## src/common/pcd_pkg.sv

```systemverilog
// package: constants and types for the pic command word decoder
// ============================================================
// Contract
// - cascade word taken only if single flag zero
// - master cascade bits mark attached slaves
// - master by pin, or buffered master flag
// - mode word only if follows flag set
// - family bit picks vector format
// - auto end flag ends service itself
// - buffered master flag only in buffered mode
// - buffered mode drives pin as enable
// - special nested flag selects special nesting
// - command words accepted any order after init
// - mask word writes and reads mask register
// - level field chooses one of eight levels
// - end bit triggers end of service
// - level enable applies level field
// - rotate bit triggers priority rotation
// - read command latches register read select
// - poll overrides register read
// - special mask changes only when enabled
// - first word clears service, mask, selects
// - words told apart by address, order, markers
package pcd_pkg;
    // ============================================================
    // word bit positions
    localparam int FIRST_MARK_BIT = 4;
    localparam int FIRST_FOLLOWS_BIT = 0;
    localparam int FIRST_SINGLE_BIT = 1;
    localparam int MODE_FAMILY_BIT = 0;
    localparam int MODE_AUTO_END_BIT = 1;
    localparam int MODE_MASTER_BIT = 2;
    localparam int MODE_BUFFERED_BIT = 3;
    localparam int MODE_NESTED_BIT = 4;
    localparam int CMD_MARK_BIT = 3;
    localparam int CMD_SELECT_BIT = 4;
    localparam int SER_END_BIT = 5;
    localparam int SER_LEVEL_EN_BIT = 6;
    localparam int SER_ROTATE_BIT = 7;
    localparam int RP_READ_SEL_BIT = 0;
    localparam int RP_READ_CMD_BIT = 1;
    localparam int RP_POLL_BIT = 2;
    localparam int RP_SPEC_MASK_BIT = 5;
    localparam int RP_SPEC_MASK_EN_BIT = 6;
    // ============================================================
    // reset values
    localparam logic [7:0] MASK_RESET = 8'h00;
    localparam logic [7:0] CASCADE_RESET = 8'h00;
    localparam logic [2:0] LOWEST_RESET = 3'h7;
    // ============================================================
    // decoded service end / rotate commands
    typedef enum logic [2:0] {
        PCD_CMD_AUTO_ROT_CLR,
        PCD_CMD_NONSPEC_END,
        PCD_CMD_NOP,
        PCD_CMD_SPEC_END,
        PCD_CMD_AUTO_ROT_SET,
        PCD_CMD_ROT_NONSPEC_END,
        PCD_CMD_SET_PRIORITY,
        PCD_CMD_ROT_SPEC_END
    } pcd_cmd_t;
    // mode settings carried to the core
    typedef struct packed {
        logic family_16bit;
        logic auto_end;
        logic buffered;
        logic buffered_master;
        logic special_nested;
    } pcd_mode_t;
    // one service command event
    typedef struct packed {
        logic valid;
        pcd_cmd_t cmd;
        logic [2:0] level;
    } pcd_svc_t;
endpackage

```

## src/core/pcd_decoder.sv

```systemverilog
// module: command word decoder of the interrupt controller
`timescale 1ns/100ps
`default_nettype none
module pcd_decoder (
    // clock and reset
    input wire logic clk_i,
    input wire logic rst_i,
    // host bus
    input wire logic cs_n_i,
    input wire logic wr_n_i,
    input wire logic rd_n_i,
    input wire logic word_select_i,
    input wire logic [7:0] data_i,
    output logic [7:0] data_o,
    output logic data_oe_o,
    // master select / buffer enable pin
    input wire logic msbe_i,
    output logic msbe_o,
    output logic msbe_oe_o,
    // core state inputs
    input wire logic [7:0] request_i,
    input wire logic [7:0] in_service_i,
    input wire logic [7:0] poll_word_i,
    // configuration outputs
    output var pcd_pkg::pcd_mode_t mode_o,
    output logic is_master_o,
    output logic [7:0] cascade_o,
    output logic [7:0] mask_o,
    output logic special_mask_o,
    output logic auto_rotate_o,
    output logic read_in_service_o,
    output logic init_done_o,
    output logic init_clear_o,
    // command events
    output var pcd_pkg::pcd_svc_t svc_o,
    output logic poll_o,
    output logic transceiver_en_i_unused_o
);
    // ============================================================
    // sequencer states and internal signals
    typedef enum logic [1:0] {
        PCD_ST_VECTOR, PCD_ST_CASCADE, PCD_ST_MODE, PCD_ST_READY
    } pcd_state_t;

    pcd_state_t state_r;
    logic cascade_wanted_r;
    logic mode_wanted_r;
    logic started_r;
    logic poll_read_r;
    pcd_pkg::pcd_mode_t mode_r;
    logic [7:0] cascade_r;
    logic [7:0] mask_r;
    logic special_mask_r;
    logic auto_rotate_r;
    logic read_sel_r;
    pcd_pkg::pcd_svc_t svc_r;
    logic poll_r;
    logic init_clear_r;
    logic [7:0] data_r;
    logic wr_r;
    logic wr_pulse;
    logic rd_now;
    logic first_word;
    logic mask_word;
    logic ser_word;
    logic rp_word;
    logic cascade_word;
    logic mode_word;

    // ============================================================
    // write strobe detection, one pulse per write cycle
    // a write held over several edges is taken only once
    assign rd_now = !cs_n_i && !rd_n_i;
    always_ff @(posedge clk_i) begin
        if (rst_i) begin
            wr_r <= 1'b0;
        end else begin
            wr_r <= !cs_n_i && !wr_n_i;
        end
    end
    assign wr_pulse = !cs_n_i && !wr_n_i && !wr_r;

    // ============================================================
    // word classification by address, sequence and marker bits
    // only one word kind is raised per write
    always_comb begin
        first_word = 1'b0;
        mask_word = 1'b0;
        ser_word = 1'b0;
        rp_word = 1'b0;
        cascade_word = 1'b0;
        mode_word = 1'b0;
        if (!wr_pulse) begin
            first_word = 1'b0;
        end else if (!word_select_i && data_i[pcd_pkg::FIRST_MARK_BIT]) begin
            first_word = 1'b1;
        end else if (word_select_i && state_r == PCD_ST_CASCADE) begin
            cascade_word = 1'b1;
        end else if (word_select_i && state_r == PCD_ST_MODE) begin
            mode_word = 1'b1;
        end else if (word_select_i && state_r == PCD_ST_READY) begin
            mask_word = 1'b1;
        end else if (!word_select_i && state_r == PCD_ST_READY) begin
            ser_word = !data_i[pcd_pkg::CMD_MARK_BIT];
            rp_word = data_i[pcd_pkg::CMD_MARK_BIT];
        end
    end

    // ============================================================
    // initialization sequencer
    // a first word restarts the sequence from any state
    always_ff @(posedge clk_i) begin
        if (rst_i) begin
            state_r <= PCD_ST_VECTOR;
            started_r <= 1'b0;
            cascade_wanted_r <= 1'b0;
            mode_wanted_r <= 1'b0;
        end else if (first_word) begin
            state_r <= PCD_ST_VECTOR;
            started_r <= 1'b1;
            cascade_wanted_r <= !data_i[pcd_pkg::FIRST_SINGLE_BIT];
            mode_wanted_r <= data_i[pcd_pkg::FIRST_FOLLOWS_BIT];
        end else if (wr_pulse && word_select_i && started_r) begin
            case (state_r)
                PCD_ST_VECTOR: begin
                    if (cascade_wanted_r) begin
                        state_r <= PCD_ST_CASCADE;
                    end else if (mode_wanted_r) begin
                        state_r <= PCD_ST_MODE;
                    end else begin
                        state_r <= PCD_ST_READY;
                    end
                end
                PCD_ST_CASCADE: begin
                    state_r <= mode_wanted_r ? PCD_ST_MODE : PCD_ST_READY;
                end
                PCD_ST_MODE: begin
                    state_r <= PCD_ST_READY;
                end
                default: begin
                    state_r <= PCD_ST_READY;
                end
            endcase
        end
    end

    // ============================================================
    // cascade word: slave map on master, identity on slave
    // the word is kept whole; the core reads the bits it needs
    always_ff @(posedge clk_i) begin
        if (rst_i) begin
            cascade_r <= pcd_pkg::CASCADE_RESET;
        end else if (cascade_word) begin
            cascade_r <= data_i;
        end
    end

    // ============================================================
    // mode word, cleared to defaults by the first word
    // without a mode word the pin keeps its select role
    always_ff @(posedge clk_i) begin
        if (rst_i) begin
            mode_r <= '0;
        end else if (first_word) begin
            mode_r <= '0;
        end else if (mode_word) begin
            mode_r.family_16bit <= data_i[pcd_pkg::MODE_FAMILY_BIT];
            mode_r.auto_end <= data_i[pcd_pkg::MODE_AUTO_END_BIT];
            mode_r.buffered_master <= data_i[pcd_pkg::MODE_MASTER_BIT];
            mode_r.buffered <= data_i[pcd_pkg::MODE_BUFFERED_BIT];
            mode_r.special_nested <= data_i[pcd_pkg::MODE_NESTED_BIT];
        end
    end

    // ============================================================
    // mask register
    // a one bit masks the matching request input
    always_ff @(posedge clk_i) begin
        if (rst_i) begin
            mask_r <= pcd_pkg::MASK_RESET;
        end else if (first_word) begin
            mask_r <= pcd_pkg::MASK_RESET;
        end else if (mask_word) begin
            mask_r <= data_i;
        end
    end

    // ============================================================
    // service end / rotate decode into one-cycle events
    // cmd and level only mean something while valid is high
    always_ff @(posedge clk_i) begin
        if (rst_i) begin
            svc_r <= '0;
            auto_rotate_r <= 1'b0;
        end else begin
            svc_r.valid <= ser_word;
            svc_r.cmd <= pcd_pkg::pcd_cmd_t'({data_i[pcd_pkg::SER_ROTATE_BIT],
                data_i[pcd_pkg::SER_LEVEL_EN_BIT],
                data_i[pcd_pkg::SER_END_BIT]});
            svc_r.level <= data_i[2:0];
            if (first_word) begin
                auto_rotate_r <= 1'b0;
            end else if (ser_word && !data_i[pcd_pkg::SER_LEVEL_EN_BIT]
                && !data_i[pcd_pkg::SER_END_BIT]) begin
                auto_rotate_r <= data_i[pcd_pkg::SER_ROTATE_BIT];
            end
        end
    end

    // ============================================================
    // read, poll and special mask word
    // read select is latched even when a poll is asked for
    always_ff @(posedge clk_i) begin
        if (rst_i) begin
            read_sel_r <= 1'b0;
            special_mask_r <= 1'b0;
            poll_r <= 1'b0;
        end else begin
            poll_r <= rp_word && data_i[pcd_pkg::RP_POLL_BIT];
            if (first_word) begin
                read_sel_r <= 1'b0;
                special_mask_r <= 1'b0;
            end else if (rp_word) begin
                if (data_i[pcd_pkg::RP_READ_CMD_BIT]) begin
                    read_sel_r <= data_i[pcd_pkg::RP_READ_SEL_BIT];
                end
                if (data_i[pcd_pkg::RP_SPEC_MASK_EN_BIT]) begin
                    special_mask_r <= data_i[pcd_pkg::RP_SPEC_MASK_BIT];
                end
            end
        end
    end

    // ============================================================
    // poll answer replaces the next read once
    // cleared by the read that carries it, so it is used once
    always_ff @(posedge clk_i) begin
        if (rst_i) begin
            poll_read_r <= 1'b0;
        end else if (rp_word) begin
            poll_read_r <= data_i[pcd_pkg::RP_POLL_BIT];
        end else if (rd_now) begin
            poll_read_r <= 1'b0;
        end
    end

    // ============================================================
    // read data register
    // a pending poll answer wins over mask and register select
    always_ff @(posedge clk_i) begin
        if (rst_i) begin
            data_r <= 8'h00;
        end else if (poll_read_r) begin
            data_r <= poll_word_i;
        end else if (word_select_i) begin
            data_r <= mask_r;
        end else if (read_sel_r) begin
            data_r <= in_service_i;
        end else begin
            data_r <= request_i;
        end
    end

    // ============================================================
    // first word pulse toward the core
    // the core clears its in-service bits on this pulse
    always_ff @(posedge clk_i) begin
        if (rst_i) begin
            init_clear_r <= 1'b0;
        end else begin
            init_clear_r <= first_word;
        end
    end

    // ============================================================
    // outputs
    assign data_o = data_r;
    assign data_oe_o = rd_now;
    assign msbe_oe_o = mode_r.buffered;
    // the enable is low during a host read and in the first cycle of a host write
    assign msbe_o = !(rd_now || wr_pulse) ? 1'b1 : 1'b0; // low enables
    assign is_master_o = mode_r.buffered ? mode_r.buffered_master : msbe_i;
    assign mode_o = mode_r;
    assign cascade_o = cascade_r;
    assign mask_o = mask_r;
    assign special_mask_o = special_mask_r;
    assign auto_rotate_o = auto_rotate_r;
    assign read_in_service_o = read_sel_r;
    assign init_done_o = state_r == PCD_ST_READY;
    assign init_clear_o = init_clear_r;
    assign svc_o = svc_r;
    assign poll_o = poll_r;
    // high-true transceiver enable in buffered mode during a read or the first cycle of a write
    assign transceiver_en_i_unused_o = mode_r.buffered
        && (rd_now || wr_pulse);
endmodule
`default_nettype wire

```

## config.mk

```make
export PLATFORM = sky130hd
export DESIGN_NAME = pcd_decoder
export DESIGN_NICKNAME = d
export VERILOG_FILES = /design/src/common/pcd_pkg.sv /design/src/core/pcd_decoder.sv
export SDC_FILE = /design/constraint.sdc
export NUM_CORES = 1
export LEC_CHECK = 0
export BUFFER_PORTS_ARGS = -buffer_cell sky130_fd_sc_hd__buf_2
export CORE_ASPECT_RATIO = 0.5
export CORE_MARGIN = 2
export CORE_UTILIZATION = 42
export CTS_CLUSTER_SIZE = 28
export DETAILED_ROUTE_END_ITERATION = 8
export GPL_TIMING_DRIVEN = 0
export PLACE_DENSITY_LB_ADDON = 0.1
export SETUP_SLACK_MARGIN = 0.02
export SYNTH_ARGS = -nofsm -noshare
export SYNTH_HDL_FRONTEND = slang
export SYNTH_SLANG_ARGS = --single-unit
```

## constraint.sdc

```tcl
create_clock -name clk_i -period 1.7 [get_ports clk_i]
set_input_delay 0.17 -clock clk_i [delete_from_list [all_inputs] [get_ports clk_i]]
set_output_delay 0.17 -clock clk_i [all_outputs]
set_load 0.05 [all_outputs]
```

==> impl_metrics.toml, run 1 <==
[critical_path]
slowest_stage = "or4b_4"
critical_path_arrival_ns = 1.90
crit_required_ns = 1.96
rr_worst_depth = 4
cp_max_fo = 7
worstSetupPathType = "register to register"
critPathLaunchType = "register"
endpoint_kind = "register"
crit_chain = "or4_4 -> buf_6 -> or4b_4 -> a21oi_2"
max_stage_delay_ns = 0.51

[power_and_ir_drop]
power_w = 0.00227
p_leak_nw = 1.17
powerDensity_nw_per_um2 = 834
irDropWorstVdd_v = 0.000484

[cts]
cts.clk_slew.worst_paths_ns = 0.09
cts_tree = "yes"
numCtsBuffers = 5
clockRootBuffer = "clkbuf_8"
ctsHoldBuffers = 0
htreeDepth = 2
cts.sinks = 48
clk_latency_ns = 0.32
clockBufferDepth = 2

[placement]
dp.final_hpwl_um = 4160
place_inst = 377
place.gp.congestion = 0.806
placed_cell_area_um2 = 2510
port_buffers = 85

[sta]
fmax_ghz = 0.610
finalHoldViolCount = 0
tns_ns = 0
period_share_pct = 96.5
drv_slew = 0
worst_pin_slew_ns = 0.588
hold-worst-slack_ns = 0.0461
clock_skew_ns = 0.0110
slew_headroom_pct = 60.8
rsz0062_at_grt = "false"
setup_violations = 0
fin_crit_ns = 1.64

[floorplanning]
rows = 17
dieWidth_um = 102
start_util_pct = 44.6
dieHeight_um = 52.8
coreArea_um2 = 4490
die_area_um2 = 5370
ios = 86

[synthesis]
synth.most_common_cell = "dfxtp_1"
synth_flop_cell = "dfxtp_1"
synth-seq-cells = 48
synth_nets = 265
synth_top_area_share_pct = 48.0
ys_types = 37
synthCells = 226
synthTopCellsByCount = "dfxtp_1, a21oi_1, o21ai_0"
synthArstFlopShare_pct = 0
yosys.area.top_type = "dfxtp_1"
avgSynthCellArea_um2 = 8.85
yosysWarnings = 0
yosysSeqAreaShare_pct = 48.0
yosys-top-cells-area = "dfxtp_1, a21oi_1, o21ai_0, nand3_1, mux2_2"
syn_area_um2 = 2000
synth_edf_count = 0

[layout]
syn2layout_area_growth_pct = 36.1
regArea_um2 = 970
drive_gt1_share_pct = 39.6
finalInstanceArea_um2 = 2720
n_antenna_cell = 0
final_cells = 387
fillers = 419
multi_input_area_um2 = 973
finalNetCount = 359

[run]
maxCapViolations = 0

[min_path]
hold-path-cell-count = 2
min_path_type = "input port to register"

[global_routing]
grt.total_usage_pct = 22.7
grt_pass1_vias = 1788
grt_antenna_before_repair = 0
grt_pass1_wl_um = 8980
grt.overflow.total = 0
grt_max_degree = 16

[route]
vias = 2008
wl_um = 5870
drt-initial-drc-count = 64
first_pass_iters = 4
wire_per_inst_um = 15.2
drc = 0
viasPerCell = 5.19
antenna_left = 0

[status]
status = "finished, final reports clean"
[logic make-up (layout without fill, tap and decap cells)]
kind of cell	after synthesis	in the layout	share of synthesized area (%)
multiplexers	17	17	9.07
flip-flops	48	48	48.0
AO/OA/AOI/OAI	67	67	17.9
buffers and inverters	25	120	5.69
AND/OR/NAND/NOR	69	69	19.3
[flip-flops by register name, indices dropped and copies added (netlist names)]
register and cells:
cascade_wanted_r 1, mode_wanted_r 1, poll_read_r 1, wr_r 1
special_mask_o 1, poll_o 1, started_r 1, data_o 8
cascade_o 8, mode_o 4, read_in_service_o 1, init_clear_o 1
svc_o 7, msbe_oe_o 1, auto_rotate_o 1, state_r 2
mask_o 8
[worst max-delay path, delay by kind of cell, from the launching register on]
family / cells / cell delay (ns)
AOI/OAI and AO/OA: 1 / 0.12
buffers and inverters: 1 / 0.15
DFF: 1 / 0.38
and+or+nand+nor: 2 / 0.93
[stage by stage]
stage	setup slack (ns)	util, %
after floorplan	0.0254	-
after global placement	-0.388	56.0
after detailed placement	-0.426	56.0
after CTS	0.0252	58.5
after global routing	0.0237	60.7
final	0.0600	60.7
[cell type report]
cell class	count	area share (%)
repair buffers	89	16.7
clock inverters	3	1.56
plain buffers	17	3.86
inverters	6	0.965
well taps	66	3.03
multi-input cells	153	35.7
clock buffers	5	2.53
flip-flops and latches	48	35.6
[path summary, 6_finish.rpt]
| kind | start | to | slack (ns) |
|---|---|---|---|
| setup / recovery | wr_r | auto_rotate_o | 0.06 |
| hold / removal | rst_i | svc_o[2] | 0.05 |
| setup reg to reg | wr_r | auto_rotate_o | 0.06 |
| hold reg to reg | mode_o[3] | mode_o[3] | 0.48 |
[report_power, final]
group	internal, W	leakage, nW	switching (W)
clock	0.000436	0.0541	0.000410
sequential	0.00114	0.392	0.00000711
combinational	0.0000964	0.728	0.000183
[what timing repair did]
item	4_1_cts	5_1_grt
endpoints found under the setup margin	24	25
gates cloned	0	0
resized for setup	5	26
setup buffers	0	4
[cells in the final DEF, fill, tap and decap left out, types with 2 or more instances in the layout]
master,synthesis,routed
nor2_1,9,8
mux2i_1,8,8
clkinvlp_4,0,2
o31ai_1,2,2
a21oi_1,28,27
or4b_4,0,2
buf_2,1,85
o22ai_1,7,7
buf_4,3,7
inv_1,5,5
o21ai_1,0,3
nor3_1,3,3
nand4_1,3,3
buf_6,1,4
nor2b_1,7,7
dfxtp_1,48,45
clkbuf_1,13,9
nand2_1,9,8
mux2_2,9,9
nand2b_1,3,3
o21ai_0,26,23
nand3_1,23,23
dfxtp_4,0,2
clkbuf_8,0,5
[routing by layer]
layer,routed length [µm],vias up,global-route usage (%)
met5,0,-,0
met4,101,0,8.56
met3,493,13,5.07
met2,2570,82,35.1
met1,2710,916,31.1
li1,-,997,-
Note: power is estimated with default switching activity, not from simulation.
==> inputs of run 2 (changes only) <==
CORE_ASPECT_RATIO = 1.75   (was 0.5)
==> impl_metrics.toml, run 2 (same netlist as run 1, synthesis figures left out) <==
[layout]
syn2layout_area_growth_pct = 30.5
most-common-layout-cells = "buf_2, dfxtp_1, a21oi_1"
layout_commonest_cell = "buf_2"
fin_util_pct = 56.4
drive_gt1_share_pct = 37.7
finalNetCount = 356
final_cells = 370
n_antenna_cell = 0

[placement]
place_inst = 363
place.gp.congestion = 0.812
port_buffers = 85
dp.final_hpwl_um = 4040

[cts]
cts.sinks = 48
ctsHoldBuffers = 0
numCtsBuffers = 5
htreeDepth = 2
clockRootBuffer = "clkbuf_8"
cts.clk_slew.worst_paths_ns = 0.09
cts_tree = "yes"
clockBufferDepth = 2
clk_latency_ns = 0.30

[route]
vias = 1950
wl_met2_um = 2920
first_pass_iters = 4
m1WireLength_um = 1980
wl_um = 5290
top_layer = "met4"
antenna_left = 0
drc = 0
drt-initial-drc-count = 53
wl_met3_um = 291
viasPerCell = 5.27
wire_per_inst_um = 14.3

[power_and_ir_drop]
clkPwrFrac_pct = 32.9
swShare_pct = 26.0
p_leak_nw = 1.14
powerDensity_nw_per_um2 = 804
combPwrFrac_pct = 12.4
p_int_w = 0.00155
power_w = 0.00210
p_sw_w = 0.000545
irDropWorstVdd_v = 0.000545
power_frac_seq_pct = 54.6

[floorplanning]
rows = 33
coreArea_um2 = 4620
dieHeight_um = 95.3
ios = 86
dieWidth_um = 56.2
die_area_um2 = 5350
start_util_pct = 43.3

[critical_path]
critical_path_arrival_ns = 1.85
worstSetupPathType = "register to register"
crit_required_ns = 1.94
critPathLaunchType = "register"
cp_max_fo = 9
endpoint_kind = "register"

[run]
maxCapViolations = 0

[sta]
slew_headroom_pct = 53.6
rsz0062_at_grt = "true"
tns_ns = 0
period_share_pct = 94.7
finalHoldViolCount = 0
drv_slew = 0
worst_pin_slew_ns = 0.690
setup_violations = 0
fmax_ghz = 0.621
fin_crit_ns = 1.61
hold-worst-slack_ns = 0.0508
clock_skew_ns = 0.00650

[global_routing]
grt_pass1_vias = 1879
grt.total_usage_pct = 19.9
grt_antenna_before_repair = 0
grt_pass1_wl_um = 8320
grt.overflow.total = 0
grt_max_degree = 15

[status]
status = "finished, final reports clean"

[min_path]
min_path_type = "input port to register"
## run 2: critical path, stage by stage, from the launching register on
cell,delay (ns)
dfxtp_1,0.35
or4_1,0.40
buf_4,0.18
or4b_1,0.49
a21oi_1,0.12
## run 2: power by group through the flow
| stage | clock (W) | sequential (W) | combinational (W) |
|---|---|---|---|
| after global placement | 0 | 0.00117 | 0.000258 |
| final | 0.000691 | 0.00115 | 0.000261 |
| after CTS | 0.000713 | 0.00115 | 0.000261 |
| after floorplan | 0 | 0.00123 | 0.000102 |
| after global routing | 0.000763 | 0.00115 | 0.000280 |
| after detailed placement | 0 | 0.00117 | 0.000259 |
## run 2: layer usage
metal,vias to the layer above,track usage [%]
met4,0,10.3
met3,9,3.93
li1,987,-
met2,66,38.7
met5,-,0
met1,888,19.4
## run 2: what timing repair did
| action | 4_1_cts | 5_1_grt |
|---|---|---|
| gates resized for setup | 3 | 16 |
| setup buffers | 0 | 1 |
| setup endpoints to repair | 20 | 24 |
## run 2: path summary, 6_finish.rpt
| path | slack [ns] | depth (start not counted) | from | to |
|---|---|---|---|---|
| max | 0.09 | 4 | wr_r | auto_rotate_o |
| max reg2reg | 0.09 | 4 | wr_r | auto_rotate_o |
| min reg2reg | 0.47 | 2 | auto_rotate_o | auto_rotate_o |
| min | 0.05 | 2 | rst_i | svc_o[2] |
## run 2: area by class of cell
type,instances,area (µm²)
buffer,17,90.1
sequential,48,966
multi-input combinational,153,941
tap,52,65.1
clock buffer,6,82.6
inverter,6,22.5
clock inverter,2,10.0
fill,480,2010
timing repair buffer,86,433
## run 2: per-stage QoR
step | cell area (µm²) | worst slack (ns)
3_5_place_dp | 2490 | -0.457
5_1_grt | 2610 | 0.0108
3_3_place_gp | 2490 | -0.473
6_report | 2610 | 0.0897
4_1_cts | 2590 | 0.0152
2_1_floorplan | 2000 | 0.0254
==> inputs of run 3 (changes only) <==
CORE_UTILIZATION = 50   (was 42)
clock period = 1.9 ns   (was 1.7 ns; I/O delays follow)
==> impl_metrics.toml, run 3 (same netlist as run 1, synthesis figures left out) <==
[cts]
clk_latency_ns = 0.30
cts.clk_slew.worst_paths_ns = 0.09
cts_tree = "yes"
clockBufferDepth = 2
post_cts_buffers = 0
htreeDepth = 2
numCtsBuffers = 5
ctsHoldBuffers = 0
cts.sinks = 48
clockRootBuffer = "clkbuf_8"

[global_routing]
grt_antenna_before_repair = 0
grt_pass1_wl_um = 8620
grt.total_usage_pct = 25.0
grt_max_degree = 15
grt_pass1_vias = 1930
grt.overflow.total = 0

[sta]
fin_crit_ns = 1.70
finalHoldViolCount = 0
setup_violations = 0
setup_ws_ns = 0.199
rsz0062_at_grt = "false"
fmax_ghz = 0.588
tns_ns = 0
drv_slew = 0
worst_pin_slew_ns = 0.692
clock_skew_ns = 0.00878
slew_headroom_pct = 53.5
period_share_pct = 89.5

[placement]
preCtsSetupSlack_ns = -0.245
port_buffers = 85
dp.final_hpwl_um = 4050
place.gp.congestion = 0.858
placed_cell_area_um2 = 2490

[critical_path]
worstSetupPathType = "register to register"
rr_worst_depth = 4
crit_chain = "or4b_2 -> clkbuf_1 -> o21ai_0 -> a21oi_1"
slowest_stage = "or4b_2"
max_stage_delay_ns = 0.67
crit_required_ns = 2.07
critical_path_arrival_ns = 1.87
cp_max_fo = 10
endpoint_kind = "register"
critPathLaunchType = "register"

[min_path]
min_path_type = "input port to register"
hold-path-cell-count = 2

[power_and_ir_drop]
powerDensity_nw_per_um2 = 764
p_leak_nw = 1.13
irDropWorstVdd_v = 0.000759
clkPwrFrac_pct = 36.4
p_int_w = 0.00149
p_sw_w = 0.000492
combPwrFrac_pct = 11.8
swShare_pct = 24.8
power_frac_seq_pct = 51.8

[floorplanning]
die_area_um2 = 4540
rows = 30
dieHeight_um = 87.7
dieWidth_um = 51.8
coreArea_um2 = 3870
ios = 86
start_util_pct = 51.7

[route]
viasPerCell = 5.55
antenna_left = 0
wire_per_inst_um = 14.7
vias = 2024
drt-initial-drc-count = 32
drc = 0
wl_um = 5380
first_pass_iters = 4

[status]
status = "finished, final reports clean"

[layout]
drive_gt1_share_pct = 35.3
layout_commonest_cell = "buf_2"
n_antenna_cell = 0
syn2layout_area_growth_pct = 29.7
finalNetCount = 355
finalInstanceArea_um2 = 2590
most-common-layout-cells = "buf_2, dfxtp_1, a21oi_1"

[run]
maxCapViolations = 0
## run 3: cell types whose count changed in the layout (fill, tap and decap cells not counted), moves of 2 or more
cell and delta:
clkbuf_1 +4, buf_4 -2, o21ai_0 +3, o21ai_1 -3
## run 3: path summary, 6_finish.rpt
| path | start | endpoint | slack (ns) |
|---|---|---|---|
| hold / removal | rst_i | svc_o[2] | 0.09 |
| setup / recovery | wr_r | cascade_o[7] | 0.20 |
| setup reg to reg | wr_r | cascade_o[7] | 0.20 |
| hold reg to reg | mode_o[3] | mode_o[3] | 0.48 |
## run 3: through the flow
| stage | hold slack [ns] | power [W] | util, % | instances |
|---|---|---|---|---|
| global route | 0.115 | 0.00204 | 67.1 | 365 |
| global placement | 0.389 | 0.00128 | 64.3 | 359 |
| detailed placement | 0.397 | 0.00128 | 64.3 | 359 |
| floorplan | 0.267 | 0.00119 | - | 226 |
| CTS | 0.0906 | 0.00199 | 67.2 | 366 |
| finish | 0.0940 | 0.00198 | 67.1 | 365 |
## run 3: power by group through the flow
| stage | clock (W) | combinational (W) | sequential, W |
|---|---|---|---|
| after global routing | 0.000764 | 0.000251 | 0.00103 |
| after detailed placement | 0 | 0.000232 | 0.00105 |
| after CTS | 0.000731 | 0.000234 | 0.00103 |
| after floorplan | 0 | 0.0000908 | 0.00110 |
| after global placement | 0 | 0.000231 | 0.00105 |
| final | 0.000722 | 0.000233 | 0.00103 |
## run 3: area by class of cell
cell class                      count  area, µm²
Buffer                             17       83.8
Clock buffer                        6       72.6
Clock inverter                      2       35.0
Fill cell                         393       1270
Inverter                            6       22.5
Multi-Input combinational cell    153        932
Sequential cell                    48        963
Tap cell                           48       60.1
Timing Repair Buffer               85        425
## run 3: what timing repair did
action,in CTS,in global routing
gates cloned,0,0
endpoints found under the hold margin,0,0
gates resized for setup,1,2
pin swaps,0,0
endpoints found under the setup margin,11,2
## run 3: metal layers
metal / share of wire [%] / routed length [µm] / GRT usage [%]
met1: 38 / 2040 / 26.7
met2: 54 / 2920 / 46.5
met3: 5.9 / 316 / 4.95
met5: 0 / 0 / 0
met4: 1.7 / 94 / 10.3
## run 3: critical path: cells and delay by family (launching register included)
family	cells	cell delay (ns)
and+or+nand+nor	1	0.67
DFF	1	0.35
AOI/OAI and AO/OA	2	0.30
buffers and inverters	1	0.25
